--- config.mk ---
export PLATFORM = sky130hd
export DESIGN_NAME = pmio_port
export DESIGN_NICKNAME = d
export VERILOG_FILES = /design/src/shared/pmio_pkg.sv /design/src/hw/pmio_output_cell.sv /design/src/hw/pmio_input_cell.sv /design/src/hw/pmio_port.sv
export SDC_FILE = /design/constraint.sdc
export NUM_CORES = 1
export LEC_CHECK = 0
export BUFFER_PORTS_ARGS = -buffer_cell sky130_fd_sc_hd__buf_2
export CAP_MARGIN = 10
export CORE_UTILIZATION = 47
export DETAILED_ROUTE_END_ITERATION = 8
export PLACE_DENSITY = 0.77
export SYNTH_ARGS = -nofsm -noshare
export SYNTH_HDL_FRONTEND = slang
export SYNTH_SLANG_ARGS = --single-unit
--- constraint.sdc ---
create_clock -name core_clk -period 1.8 [get_ports core_clk]
set_input_delay 0.18 -clock core_clk [delete_from_list [all_inputs] [get_ports core_clk]]
set_output_delay 0.18 -clock core_clk [all_outputs]
set_load 0.03 [all_outputs]
--- src/shared/pmio_pkg.sv ---
/*
 * Constants and types of the macrocell and I/O port block.
 * Assumes a synchronous MCU register bus sampled on core_clk.
 */
package pmio_pkg;

    // ****************************************
    // Register offsets within the I/O space
    // ****************************************
    localparam logic [7:0] OFS_DIN     = 8'h00; // Plus port index 0..3
    localparam logic [7:0] OFS_DOUT    = 8'h04;
    localparam logic [7:0] OFS_DIR     = 8'h08;
    localparam logic [7:0] OFS_CTL_A   = 8'h0c;
    localparam logic [7:0] OFS_CTL_B   = 8'h0d;
    localparam logic [7:0] OFS_MC_AB   = 8'h0e;
    localparam logic [7:0] OFS_MC_BC   = 8'h0f;
    localparam logic [7:0] OFS_MASK_AB = 8'h10;
    localparam logic [7:0] OFS_MASK_BC = 8'h11;
    localparam logic [7:0] OFS_IMC_A   = 8'h12;
    localparam logic [7:0] OFS_IMC_B   = 8'h13;
    localparam logic [7:0] OFS_IMC_C   = 8'h14;

    // ****************************************
    // Reset values and field layouts
    // ****************************************
    localparam logic [7:0] RST_MASK = 8'h00;
    localparam logic [7:0] RST_DIR  = 8'h00;
    localparam logic [7:0] RST_CTL  = 8'h00;
    localparam logic [7:0] RST_DOUT = 8'h00;
    localparam int PORT_W   = 8;
    localparam int PORT_D_W = 3;
    localparam int GRP_W    = 4;  // Input cells per control term
    localparam int ECS_POS  = 1;  // Chip selects on port D bits 2..1
    localparam logic [7:0] PC_CELL_PINS = 8'h9c; // Pins 7,4,3,2

    // Product-term budget, for reference by configuration tools
    localparam int PT_AB_NATIVE = 3;
    localparam int PT_AB_BORROW = 6;
    localparam int PT_BC_NATIVE = 4;
    localparam int PT_BC_LO_BOR = 5;
    localparam int PT_BC_HI_BOR = 6;

    typedef enum logic [1:0] {
        IMC_PASS  = 2'b00,
        IMC_LATCH = 2'b01,
        IMC_REG   = 2'b11
    } pmio_imc_mode_type;

endpackage : pmio_pkg

--- src/hw/pmio_output_cell.sv ---
/*
 * Group of output macrocell flip-flops with MCU load override.
 * Assumes load_en is a one-cycle pulse already gated by the mask.
 */
`timescale 1ns/10ps
module pmio_output_cell
    import pmio_pkg::*;
#(
    parameter int W = 8
) (
    input  wire logic         core_clk,
    input  wire logic         resetn,
    input  wire logic [W-1:0] load_en,
    input  wire logic [W-1:0] load_data,
    input  wire logic [W-1:0] pt_d,
    input  wire logic [W-1:0] pt_clk,
    input  wire logic [W-1:0] pt_pre,
    input  wire logic [W-1:0] pt_clr,
    input  wire logic [W-1:0] cfg_comb,
    output logic      [W-1:0] cell_q,
    output logic      [W-1:0] cell_out
);
    typedef struct packed {
        logic [W-1:0] ff;
        logic [W-1:0] clk_prev;
    } pmio_oc_state_type;

    pmio_oc_state_type st_q, st_d;

    always_comb begin
        st_d          = st_q;
        st_d.clk_prev = pt_clk;
        for (int i = 0; i < W; i++) begin
            // MCU load wins over preset, clear and clock
            if (load_en[i]) begin
                st_d.ff[i] = load_data[i];
            end else if (pt_pre[i]) begin
                st_d.ff[i] = 1'b1;
            end else if (pt_clr[i]) begin
                st_d.ff[i] = 1'b0;
            end else if (pt_clk[i] && !st_q.clk_prev[i]) begin
                st_d.ff[i] = pt_d[i];
            end
        end
    end

    always_ff @(posedge core_clk or negedge resetn) begin
        if (!resetn) begin
            st_q <= '0;
        end else begin
            st_q <= st_d;
        end
    end

    assign cell_q   = st_q.ff;
    assign cell_out = (cfg_comb & pt_d) | (~cfg_comb & st_q.ff);

endmodule : pmio_output_cell

--- src/hw/pmio_input_cell.sv ---
/*
 * Group of input macrocells: latch, register or pass per bit.
 * Assumes pin levels are synchronous to core_clk.
 */
`timescale 1ns/10ps
module pmio_input_cell
    import pmio_pkg::*;
#(
    parameter int W  = 8,
    parameter int NG = (W + GRP_W - 1) / GRP_W
) (
    input  wire logic                      core_clk,
    input  wire logic                      resetn,
    input  wire logic [W-1:0]              pin,
    input  wire logic [NG-1:0]             pt_ctl,
    input  wire logic                      ale,
    input  wire logic [NG-1:0]             cfg_ale_sel,
    input  wire pmio_imc_mode_type [W-1:0] cfg_mode,
    output logic      [W-1:0]              cell_q
);
    typedef struct packed {
        logic [W-1:0]  q;
        logic [NG-1:0] en_prev;
    } pmio_ic_state_type;

    pmio_ic_state_type st_q, st_d;
    logic [NG-1:0] en;

    always_comb begin
        st_d = st_q;
        for (int g = 0; g < NG; g++) begin
            en[g] = cfg_ale_sel[g] ? ale : pt_ctl[g];
        end
        st_d.en_prev = en;
        for (int i = 0; i < W; i++) begin
            unique case (cfg_mode[i])
                IMC_PASS: begin
                    st_d.q[i] = pin[i];
                end
                IMC_LATCH: begin
                    if (en[i / GRP_W]) begin
                        st_d.q[i] = pin[i];
                    end
                end
                IMC_REG: begin
                    if (en[i / GRP_W] && !st_q.en_prev[i / GRP_W]) begin
                        st_d.q[i] = pin[i];
                    end
                end
                default: begin
                    st_d.q[i] = pin[i];
                end
            endcase
        end
    end

    always_ff @(posedge core_clk or negedge resetn) begin
        if (!resetn) begin
            st_q <= '0;
        end else begin
            st_q <= st_d;
        end
    end

    assign cell_q = st_q.q;

endmodule : pmio_input_cell

--- src/hw/pmio_port.sv ---
/*
 * Macrocell and I/O port block: output and input macrocells,
 * port registers, pin output mux, driver enables and readback.
 * Assumes a synchronous MCU bus with active-low strobes, one
 * access per strobe; cfg_* inputs are static configuration.
 */
`timescale 1ns/10ps
module pmio_port
    import pmio_pkg::*;
(
    input  wire logic                      core_clk,
    input  wire logic                      resetn,
    input  wire logic [15:0]               bus_addr,
    input  wire logic [7:0]                bus_wdata,
    input  wire logic                      bus_wr_n,
    input  wire logic                      bus_rd_n,
    input  wire logic                      io_register_space_select,
    output logic      [7:0]                bus_rdata,
    input  wire logic                      mcu_ale,
    input  wire logic [7:0]                pin_a_in,
    input  wire logic [7:0]                pin_b_in,
    input  wire logic [7:0]                pin_c_in,
    input  wire logic [2:0]                pin_d_in,
    output logic      [7:0]                pin_a_out,
    output logic      [7:0]                pin_b_out,
    output logic      [7:0]                pin_c_out,
    output logic      [2:0]                pin_d_out,
    output logic      [7:0]                pin_a_oe,
    output logic      [7:0]                pin_b_oe,
    output logic      [7:0]                pin_c_oe,
    output logic      [2:0]                pin_d_oe,
    input  wire logic [7:0]                pt_oe_a,
    input  wire logic [7:0]                pt_oe_b,
    input  wire logic [7:0]                pt_oe_c,
    input  wire logic [2:0]                pt_oe_d,
    input  wire logic [7:0]                ab_pt_d,
    input  wire logic [7:0]                ab_pt_clk,
    input  wire logic [7:0]                ab_pt_pre,
    input  wire logic [7:0]                ab_pt_clr,
    input  wire logic [7:0]                bc_pt_d,
    input  wire logic [7:0]                bc_pt_clk,
    input  wire logic [7:0]                bc_pt_pre,
    input  wire logic [7:0]                bc_pt_clr,
    input  wire logic [1:0]                pt_imc_a,
    input  wire logic [1:0]                pt_imc_b,
    input  wire logic                      pt_imc_c,
    input  wire logic [1:0]                external_chip_selects,
    input  wire logic                      cfg_edge_load,
    input  wire logic [7:0]                cfg_ab_comb,
    input  wire logic [7:0]                cfg_bc_comb,
    input  wire logic [7:0]                cfg_a_from_ab,
    input  wire logic [7:0]                cfg_b_from_ab,
    input  wire logic [7:0]                cfg_b_from_bc,
    input  wire logic [7:0]                cfg_c_from_bc,
    input  wire logic [1:0]                cfg_d_ecs,
    input  wire logic [7:0]                cfg_oe_def_a,
    input  wire logic [7:0]                cfg_oe_def_b,
    input  wire logic [7:0]                cfg_oe_def_c,
    input  wire logic [2:0]                cfg_oe_def_d,
    input  wire pmio_imc_mode_type [7:0]   cfg_imc_mode_a,
    input  wire pmio_imc_mode_type [7:0]   cfg_imc_mode_b,
    input  wire pmio_imc_mode_type [3:0]   cfg_imc_mode_c,
    input  wire logic [1:0]                cfg_imc_ale_a,
    input  wire logic [1:0]                cfg_imc_ale_b,
    input  wire logic                      cfg_imc_ale_c,
    output logic      [7:0]                ab_group_macrocell,
    output logic      [7:0]                bc_group_macrocell,
    output logic      [7:0]                input_logic_cell_a,
    output logic      [7:0]                input_logic_cell_b,
    output logic      [3:0]                input_logic_cell_c
);

    // ****************************************
    // State
    // ****************************************
    typedef struct packed {
        logic [3:0][7:0] dout;
        logic [3:0][7:0] dir;
        logic [1:0][7:0] ctl;
        logic [7:0]      mask_ab;
        logic [7:0]      mask_bc;
        logic            wr_prev;
        logic [7:0]      wr_ofs;
        logic [7:0]      wr_data;
        logic [7:0]      lat_addr;
        logic [3:0][7:0] pin_o;
        logic [3:0][7:0] pin_oe;
        logic [7:0]      rdata;
        logic [7:0]      ab_fb;
        logic [7:0]      bc_fb;
    } pmio_state_type;

    pmio_state_type st_q, st_d;

    logic       wr_act;
    logic       rd_act;
    logic [7:0] ofs;
    logic       ld_strobe;
    logic [7:0] ld_ofs;
    logic [7:0] ld_data;
    logic [7:0] ab_ld;
    logic [7:0] bc_ld;
    logic [7:0] ab_q;
    logic [7:0] bc_q;
    logic [7:0] ab_out;
    logic [7:0] bc_out;
    logic [3:0][7:0] pin_in;
    logic [3:0][7:0] pt_oe;
    logic [3:0][7:0] oe_def;
    logic [3:0][7:0] mc_sel;
    logic [3:0][7:0] mc_val;
    logic [7:0]      c_cells;

    assign wr_act = io_register_space_select && !bus_wr_n;
    assign rd_act = io_register_space_select && !bus_rd_n;
    assign ofs    = bus_addr[7:0];

    // ****************************************
    // Macrocell load strobe
    // ****************************************
    // Edge mode loads what was on the bus during the strobe, at its
    // trailing edge; level mode loads every cycle the strobe is low.
    always_comb begin
        if (cfg_edge_load) begin
            ld_strobe = st_q.wr_prev && !wr_act;
            ld_ofs    = st_q.wr_ofs;
            ld_data   = st_q.wr_data;
        end else begin
            ld_strobe = wr_act;
            ld_ofs    = ofs;
            ld_data   = bus_wdata;
        end
        // A set mask bit leaves that flip-flop untouched
        ab_ld = (ld_strobe && ld_ofs == OFS_MC_AB) ? ~st_q.mask_ab : 8'h00;
        bc_ld = (ld_strobe && ld_ofs == OFS_MC_BC) ? ~st_q.mask_bc : 8'h00;
    end

    pmio_output_cell #(
        .W         (PORT_W)
    ) u_ab_cells (
        .core_clk  (core_clk),
        .resetn    (resetn),
        .load_en   (ab_ld),
        .load_data (ld_data),
        .pt_d      (ab_pt_d),
        .pt_clk    (ab_pt_clk),
        .pt_pre    (ab_pt_pre),
        .pt_clr    (ab_pt_clr),
        .cfg_comb  (cfg_ab_comb),
        .cell_q    (ab_q),
        .cell_out  (ab_out)
    );

    pmio_output_cell #(
        .W         (PORT_W)
    ) u_bc_cells (
        .core_clk  (core_clk),
        .resetn    (resetn),
        .load_en   (bc_ld),
        .load_data (ld_data),
        .pt_d      (bc_pt_d),
        .pt_clk    (bc_pt_clk),
        .pt_pre    (bc_pt_pre),
        .pt_clr    (bc_pt_clr),
        .cfg_comb  (cfg_bc_comb),
        .cell_q    (bc_q),
        .cell_out  (bc_out)
    );

    // ****************************************
    // Input macrocells
    // ****************************************
    pmio_input_cell #(
        .W           (PORT_W)
    ) u_imc_a (
        .core_clk    (core_clk),
        .resetn      (resetn),
        .pin         (pin_a_in),
        .pt_ctl      (pt_imc_a),
        .ale         (mcu_ale),
        .cfg_ale_sel (cfg_imc_ale_a),
        .cfg_mode    (cfg_imc_mode_a),
        .cell_q      (input_logic_cell_a)
    );

    pmio_input_cell #(
        .W           (PORT_W)
    ) u_imc_b (
        .core_clk    (core_clk),
        .resetn      (resetn),
        .pin         (pin_b_in),
        .pt_ctl      (pt_imc_b),
        .ale         (mcu_ale),
        .cfg_ale_sel (cfg_imc_ale_b),
        .cfg_mode    (cfg_imc_mode_b),
        .cell_q      (input_logic_cell_b)
    );

    pmio_input_cell #(
        .W           (GRP_W)
    ) u_imc_c (
        .core_clk    (core_clk),
        .resetn      (resetn),
        .pin         ({pin_c_in[7], pin_c_in[4], pin_c_in[3], pin_c_in[2]}),
        .pt_ctl      (pt_imc_c),
        .ale         (mcu_ale),
        .cfg_ale_sel (cfg_imc_ale_c),
        .cfg_mode    (cfg_imc_mode_c),
        .cell_q      (input_logic_cell_c)
    );

    // Port C cells mapped back onto their pin positions for readback
    assign c_cells = {input_logic_cell_c[3], 2'b00, input_logic_cell_c[2],
                      input_logic_cell_c[1], input_logic_cell_c[0], 2'b00};

    // ****************************************
    // Per-port views of pins and configuration
    // ****************************************
    assign pin_in = {5'h00, pin_d_in, pin_c_in, pin_b_in, pin_a_in};
    assign pt_oe  = {5'h00, pt_oe_d, pt_oe_c, pt_oe_b, pt_oe_a};
    assign oe_def = {5'h00, cfg_oe_def_d, cfg_oe_def_c, cfg_oe_def_b, cfg_oe_def_a};
    // A clear select bit makes the cell an internal node; pin stays free
    assign mc_sel = {5'h00, cfg_d_ecs, 1'b0,
                     cfg_c_from_bc & PC_CELL_PINS,
                     cfg_b_from_ab | cfg_b_from_bc,
                     cfg_a_from_ab};
    assign mc_val = {5'h00, external_chip_selects, 1'b0,
                     bc_out,
                     (cfg_b_from_ab & ab_out) | (~cfg_b_from_ab & bc_out),
                     ab_out};

    // ****************************************
    // Next state
    // ****************************************
    always_comb begin
        st_d         = st_q;
        st_d.wr_prev = wr_act;
        st_d.ab_fb   = ab_out;
        st_d.bc_fb   = bc_out;
        if (wr_act) begin
            st_d.wr_ofs  = ofs;
            st_d.wr_data = bus_wdata;
        end
        if (mcu_ale) begin
            st_d.lat_addr = bus_addr[7:0];
        end

        // Run-time registers; configuration-time modes are cfg_* inputs
        if (wr_act) begin
            for (int p = 0; p < 4; p++) begin
                if (ofs == OFS_DOUT + 8'(p)) begin
                    st_d.dout[p] = bus_wdata;
                end
                if (ofs == OFS_DIR + 8'(p)) begin
                    st_d.dir[p] = bus_wdata;
                end
            end
            // Only ports A and B carry a control register
            if (ofs == OFS_CTL_A) begin
                st_d.ctl[0] = bus_wdata;
            end
            if (ofs == OFS_CTL_B) begin
                st_d.ctl[1] = bus_wdata;
            end
            if (ofs == OFS_MASK_AB) begin
                st_d.mask_ab = bus_wdata;
            end
            if (ofs == OFS_MASK_BC) begin
                st_d.mask_bc = bus_wdata;
            end
        end
        // Port D upper bits do not exist
        st_d.dout[3][7:PORT_D_W] = '0;
        st_d.dir[3][7:PORT_D_W]  = '0;

        // Pin drive: macrocell or chip select, then address, then data
        for (int p = 0; p < 4; p++) begin
            for (int b = 0; b < PORT_W; b++) begin
                if (mc_sel[p][b]) begin
                    st_d.pin_o[p][b] = mc_val[p][b];
                end else if (p < 2 && st_q.ctl[p[0]][b]) begin
                    st_d.pin_o[p][b] = st_q.lat_addr[b];
                end else begin
                    st_d.pin_o[p][b] = st_q.dout[p][b];
                end
                if (oe_def[p][b]) begin
                    st_d.pin_oe[p][b] = pt_oe[p][b] | st_q.dir[p][b];
                end else if (mc_sel[p][b]) begin
                    st_d.pin_oe[p][b] = 1'b1;
                end else begin
                    st_d.pin_oe[p][b] = st_q.dir[p][b];
                end
            end
        end

        // Readback: one source per access, unmapped reads zero
        st_d.rdata = 8'h00;
        if (rd_act) begin
            for (int p = 0; p < 4; p++) begin
                if (ofs == OFS_DIN + 8'(p)) begin
                    st_d.rdata = pin_in[p];
                end
                if (ofs == OFS_DOUT + 8'(p)) begin
                    st_d.rdata = st_q.dout[p];
                end
                if (ofs == OFS_DIR + 8'(p)) begin
                    st_d.rdata = st_q.dir[p];
                end
            end
            unique case (ofs)
                OFS_CTL_A: begin
                    st_d.rdata = st_q.ctl[0];
                end
                OFS_CTL_B: begin
                    st_d.rdata = st_q.ctl[1];
                end
                OFS_MC_AB: begin
                    st_d.rdata = ab_q;
                end
                OFS_MC_BC: begin
                    st_d.rdata = bc_q;
                end
                OFS_MASK_AB: begin
                    st_d.rdata = st_q.mask_ab;
                end
                OFS_MASK_BC: begin
                    st_d.rdata = st_q.mask_bc;
                end
                OFS_IMC_A: begin
                    st_d.rdata = input_logic_cell_a;
                end
                OFS_IMC_B: begin
                    st_d.rdata = input_logic_cell_b;
                end
                OFS_IMC_C: begin
                    st_d.rdata = c_cells;
                end
                default: begin
                end
            endcase
        end
    end

    // ****************************************
    // Registers
    // ****************************************
    always_ff @(posedge core_clk or negedge resetn) begin
        if (!resetn) begin
            st_q         <= '0;
            st_q.dout    <= {4{RST_DOUT}};
            st_q.dir     <= {4{RST_DIR}};
            st_q.ctl     <= {2{RST_CTL}};
            st_q.mask_ab <= RST_MASK;
            st_q.mask_bc <= RST_MASK;
        end else begin
            st_q <= st_d;
        end
    end

    assign bus_rdata          = st_q.rdata;
    assign pin_a_out          = st_q.pin_o[0];
    assign pin_b_out          = st_q.pin_o[1];
    assign pin_c_out          = st_q.pin_o[2];
    assign pin_d_out          = st_q.pin_o[3][PORT_D_W-1:0];
    assign pin_a_oe           = st_q.pin_oe[0];
    assign pin_b_oe           = st_q.pin_oe[1];
    assign pin_c_oe           = st_q.pin_oe[2];
    assign pin_d_oe           = st_q.pin_oe[3][PORT_D_W-1:0];
    assign ab_group_macrocell = st_q.ab_fb;
    assign bc_group_macrocell = st_q.bc_fb;

endmodule : pmio_port

# After elaboration in Yosys (flattened, before gate mapping)

Cells that the tools add are included.

Bits in registers: 246
Latch bits: 0
RAM bits: 0
Memory bits (read-only): 0
Input port bits: 278
Word-level logic and storage cells: 546
Memories: 0

$add $sub $neg: 0
$mul: 0
Divide/modulo/power cells: 0
Order comparisons: 0
Equal/unequal tests: 102
Shift-type cells: 0
Mux-type cells: 235
Bitwise logic cells: 42
Reductions and logical operators: 99

Operators by type and width:

| cell                                                   | count |
|---|---|
| two-way mux 1 bit                                      | 197 |
| two-way mux 8 bit                                      | 17 |
| == test 8 x 4 -> 1 bit (second input constant)         | 10 |
| inequality test 2 x 1 -> 1 bit (second input constant) | 40 |
| case mux 8 bit (9 select lines)                        | 1 |
| AND reduction 2 bit                                    | 32 |
| nonzero test 4 bit                                     | 16 |
| AND 8 bit                                              | 6 |
| == test 2 x 1 -> 1 bit (second input constant)         | 20 |
| == test 2 bit (second input constant)                  | 20 |
| == test 8 x 5 -> 1 bit (second input constant)         | 5 |
| inverter 8 bit                                         | 5 |
| case mux 1 bit (2 select lines)                        | 20 |
| == test 8 x 3 -> 1 bit (second input constant)         | 4 |
| OR 8 bit                                               | 4 |
| OR 1 bit                                               | 27 |
| logical AND 1 bit                                      | 26 |
| zero test 1 bit                                        | 24 |
| == test 8 x 2 -> 1 bit (second input constant)         | 2 |
| == test 8 x 1 -> 1 bit (second input constant)         | 1 |
| zero test 8 bit                                        | 1 |

# Longest topological paths before layout

Depth in word-level cells: 15
Mapped depth: 9
Depth with buffers taken out: 7

# Modules after synthesis

A second synthesis with hierarchy kept.

Cell total of the unflattened synthesis: 1089
Area, all modules: 12797.3 um2

Modules (own cells, without submodules):

| module                         | instances | cells an instance | area an instance (um2) | sequential area each (um2) |
|---|---|---|---|---|
| pmio_port                      | 1         | 846               | 9656.8                 | 4729.5 |
| pmio_output_cell               | 2         | 64                | 913.4                  | 400.4 |
| pmio_input_cell at u_imc_a ... | 2         | 46                | 525.5                  | 250.2 |
| pmio_input_cell at u_imc_c     | 1         | 23                | 262.8                  | 125.1 |

# Least setup slack after synthesis

OpenSTA, ideal clock, no wires.

Path type: input to register
From: in bus_addr[2]
To: reg st_q (netlist bit bus_rdata[1])
Setup time: 0.094 ns
Arrival: 1.899 ns
Data required time: 1.706 ns
Path slack: -0.193 ns
Cell stages on the path: 8
Buffers on the path: 3
Cells stage by stage: buf_2 > or4_1 > or3_1 > buf_2 > buf_6 > o32ai_2 > a211oi_1 > a211oi_1

RTL lines:

| what                 | line             | text |
|---|---|---|
| start, declared      | pmio_port.sv:13  | `input wire logic [15:0] bus_addr,` |
| end signal, assigned | pmio_port.sv:356 | `st_q <= st_d;` |
| end, declared        | pmio_port.sv:93  | `pmio_state_type st_q, st_d;` |

# Worst setup path in the final report

From: reg st_q[108] (netlist name)
To: reg u_bc_cells.st_q (netlist bit u_bc_cells.cell_q[6])

Cells in the longest elaborated chain, start to end: 5
Elaborated cells between the ends (all ways): 6

Ends and longest elaborated chain:

| what                                                                     | line                   | text |
|---|---|---|
| two-way mux 8 bit (*)                                                    | pmio_port.sv:124       | `if (cfg_edge_load) begin` |
| == test 8 x 4 -> 1 bit (*)                                               | pmio_port.sv:135       | `bc_ld = (ld_strobe && ld_ofs == OFS_MC_BC) ? ~st_q.mask_bc : 8'h00;` |
| logical AND 1 bit (*)                                                    | pmio_port.sv:135       |  |
| two-way mux 8 bit (*)                                                    | pmio_port.sv:135       |  |
| nonzero test 4 bit (no line) / two-way mux 1 bit (equally long branches) | -                      |  |
| end signal, assigned                                                     | pmio_output_cell.sv:51 | `st_q <= st_d;` |
| end, declared                                                            | pmio_output_cell.sv:28 | `pmio_oc_state_type st_q, st_d;` |

Every way passes the cells marked *; elsewhere a longest branch is shown, timed or not.
A chain may end at the register's enable or synchronous reset.

==> impl_metrics.tcl <==
set metrics [dict create \
    grt_pass1_vias 11911 \
    hold_class "in -> reg" \
    path_cells "or4_4 -> nor3_4 -> o21ai_2 -> o21bai_4 -> nor2_1 -> mux2i_1" \
    synth_edf_count 0 \
    largest_register_ffs 106 \
    rows 58 \
    power_density_nw_per_um2 820.5 \
    worstMarginPinSlew_ns 0.6586 \
    first_iter_violations 894 \
    final_common_cell "buf_2" \
    whs_ns -0.009492 \
    synth_nets 1386 \
    final_cell_mix "buf_2, dfrtp_1, dlygate4sd3_1" \
    synth-main-ff-cell "dfrtp_1" \
    regMostFlops "st_q" \
    grt_pass1_wl_mm 68.99 \
    globalRouteOverflowTotal 0 \
    clk_pin_slew_ns 0.06 \
    min_to "u_bc_cells.cell_q[1]" \
    worst_slack_ns -0.1963 \
    placed_cell_area_um2 14700 \
    async_flop_share_pct 100.0 \
    drc_errors 0 \
    hpwl_mm 32.18 \
    seq_area_frac_synth_pct 50.14 \
    holdPathStages 4 \
    violations "negative hold slack, negative setup slack" \
    cts_sinks 246 \
    grt_util_all_layers_pct 34.78 \
    die_h_um 163.6 \
    total_power_mw 14.41 \
    syn-cell-area_um2 12280 \
    p_switching_mw 3.910 \
    area_delta_synth_final_pct 43.09 \
    slew_viol_final 0 \
    r2r-start "st_q[108]" \
    r2r_slack_ns -0.20 \
    clockBufferDepth 3 \
    core_area_um2 25400 \
    wire_per_inst_um 22.83 \
    clock_latency_ns 0.54 \
    setup_viol 17 \
    worstPathArrival_ns 2.45 \
    antenna_cells 0 \
    pwr-share-clk_pct 40.3 \
    viasPerCell 5.569 \
    outcome "finished, violations left" \
    drive_above_1_share_pct 42.06 \
    ys_warn_count 0 \
    die_w_um 163.6 \
    crit_path_start_kind "flip-flop" \
    syn_inst 1108 \
    seqPwrFrac_pct 42.3 \
    io-pin-count 376 \
    htreeDepth 1 \
    cts_root_buf "clkbuf_16" \
    cpPeakStageDelay_ns 0.56 \
    fmax_ghz 0.5009 \
    portBuffers 363 \
    dieArea_um2 26770 \
    drtAntennaViolNets 0 \
    swShare_pct 27.13 \
    grt_max_degree 61 \
    fin_skew_ns 0.01722 \
    timing.setup.tns_ns -2.398 \
    timing.rr.end "u_bc_cells.cell_q[6]" \
    crit_type "reg -> reg" \
    synth.ff_latch_count 246 \
    cts_tree "built" \
    start_util_pct 48.33 \
    drtPass1Iterations 5 \
    nets 1953 \
    drt_wl_total_mm 46.23 \
    slowest_stage "or4_4" \
    vdd_drop_max_v 0.0007949 \
    timing.slew.headroom_pct 54.84 \
    antenna_found_initial 0 \
    finalHoldViolCount 3 \
    leakagePower_nw 8.494 \
    syn_area_per_cell_um2 11.08 \
    min_period_over_period_pct 110.9 \
    cts_buffers 27 \
    crit_start "st_q[108]" \
    gp_congestion 0.9813 \
    intPower_mw 10.50 \
    vias 11278 \
    max-cap-violations 0 \
    worstRegToRegCells 6 \
    period_needed_ns 1.996 \
    cp_num_buf_inv 0 \
    hp-start "bc_pt_clr[1]" \
    cp_top_family "simple AND/OR/NAND/NOR gates" \
    synth_cell_types 54 \
    power_frac_comb_pct 17.4 \
    critPathMaxFanout 8 \
    fin_area_um2 17570 \
    required_ns 2.26 \
    end_kind "flip-flop" \
    rsz0062_at_grt "yes" \
    preCtsSetupSlack_ns -0.3965 \
]
power by group through the flow:
stage / clock (mW) / combinational [mW] / sequential (mW)
2_1_floorplan: 0 / 1.30 / 6.09
3_3_place_gp: 0 / 2.03 / 6.16
3_5_place_dp: 0 / 2.07 / 6.18
4_1_cts: 5.85 / 2.45 / 6.08
5_1_grt: 6.08 / 2.68 / 6.12
6_report: 5.80 / 2.51 / 6.09
cells by family (layout without fill, tap and decap cells):
family / after synthesis / after routing / synth area share, %
flops: 246 / 246 / 50.14
mux: 212 / 212 / 19.29
compound gates: 207 / 207 / 11.13
buf+inv: 161 / 748 / 8.184
simple gates: 282 / 282 / 11.25
layout make-up:
type | instances | area (um^2)
clock buffer | 32 | 734.5
clock inverter | 17 | 187.7
fill | 1878 | 7833
inverter | 19 | 71.32
multi-input combinational | 701 | 5196
sequential | 246 | 6156
tap | 330 | 412.9
timing repair buffer | 680 | 4808
how the worst max path moves through the flow:
stage          cells past startpoint                   end
6_report                           6  u_bc_cells.cell_q[6]
5_1_grt                            6  u_bc_cells.cell_q[7]
2_1_floorplan                      9          bus_rdata[1]
4_1_cts                            6  u_bc_cells.cell_q[7]
3_3_place_gp                       8          bus_rdata[4]
3_5_place_dp                       8          bus_rdata[4]
layer usage:
layer	track usage [%]	routed length, um	vias up
met5	0	0	-
met4	14.39	2066	0
met3	6.475	3784	122
met2	57.92	22070	639
met1	44.46	18310	5537
li1	-	-	4980
repair_timing:
item                       CTS  global route
setup buffers                0             1
hold endpoints to repair   180             0
cloned                       0             0
resized for setup            9             6
pin swaps                    3             3
setup endpoints to repair   16            22
hold buffers               191             0
worst min-delay path, stage by stage:
cell and delay [ns]:
buf_2 0.08, nor2_1 0.03, nor2_1 0.11, mux2i_1 0.08
Yosys cell counts (3+ instances only):
cell	count	share of area (%)
nor2b_1	40	2.0
a21oi_1	24	0.98
nand3_1	18	0.73
buf_2	8	0.33
a211oi_1	14	0.86
mux2_2	137	13
dfrtp_1	246	50
inv_1	18	0.55
and2_1	24	1.2
nor3_1	17	0.69
buf_1	4	0.12
nand2_1	94	2.9
o32ai_1	3	0.21
buf_4	98	6.0
a32oi_1	6	0.43
or2_2	4	0.20
o21ai_0	72	2.9
a22oi_1	20	1.2
or4_1	3	0.18
nor2_1	62	1.9
mux2i_1	69	5.6
mux4_2	6	1.1
a21o_1	8	0.49
a311oi_1	4	0.29
clkbuf_1	29	0.89
o22ai_1	3	0.15
nand2b_1	4	0.20
o221ai_1	5	0.36
nand4_1	3	0.15
a211o_1	10	0.71
a22o_1	3	0.21
a221o_1	3	0.24
o21bai_1	8	0.49
buf_6	3	0.28
a31oi_1	12	0.61
stage by stage:
step | instances | util (%) | hold slack, ns
detailed placement | 1787 | 57.88 | 0.1580
finish | 2025 | 69.16 | -0.009492
global route | 2025 | 69.16 | 0.001723
global placement | 1787 | 57.88 | 0.1563
floorplan | 1108 | - | -0.1156
CTS | 2027 | 69.19 | 0.00001826
(Power assumes the default switching activity.)
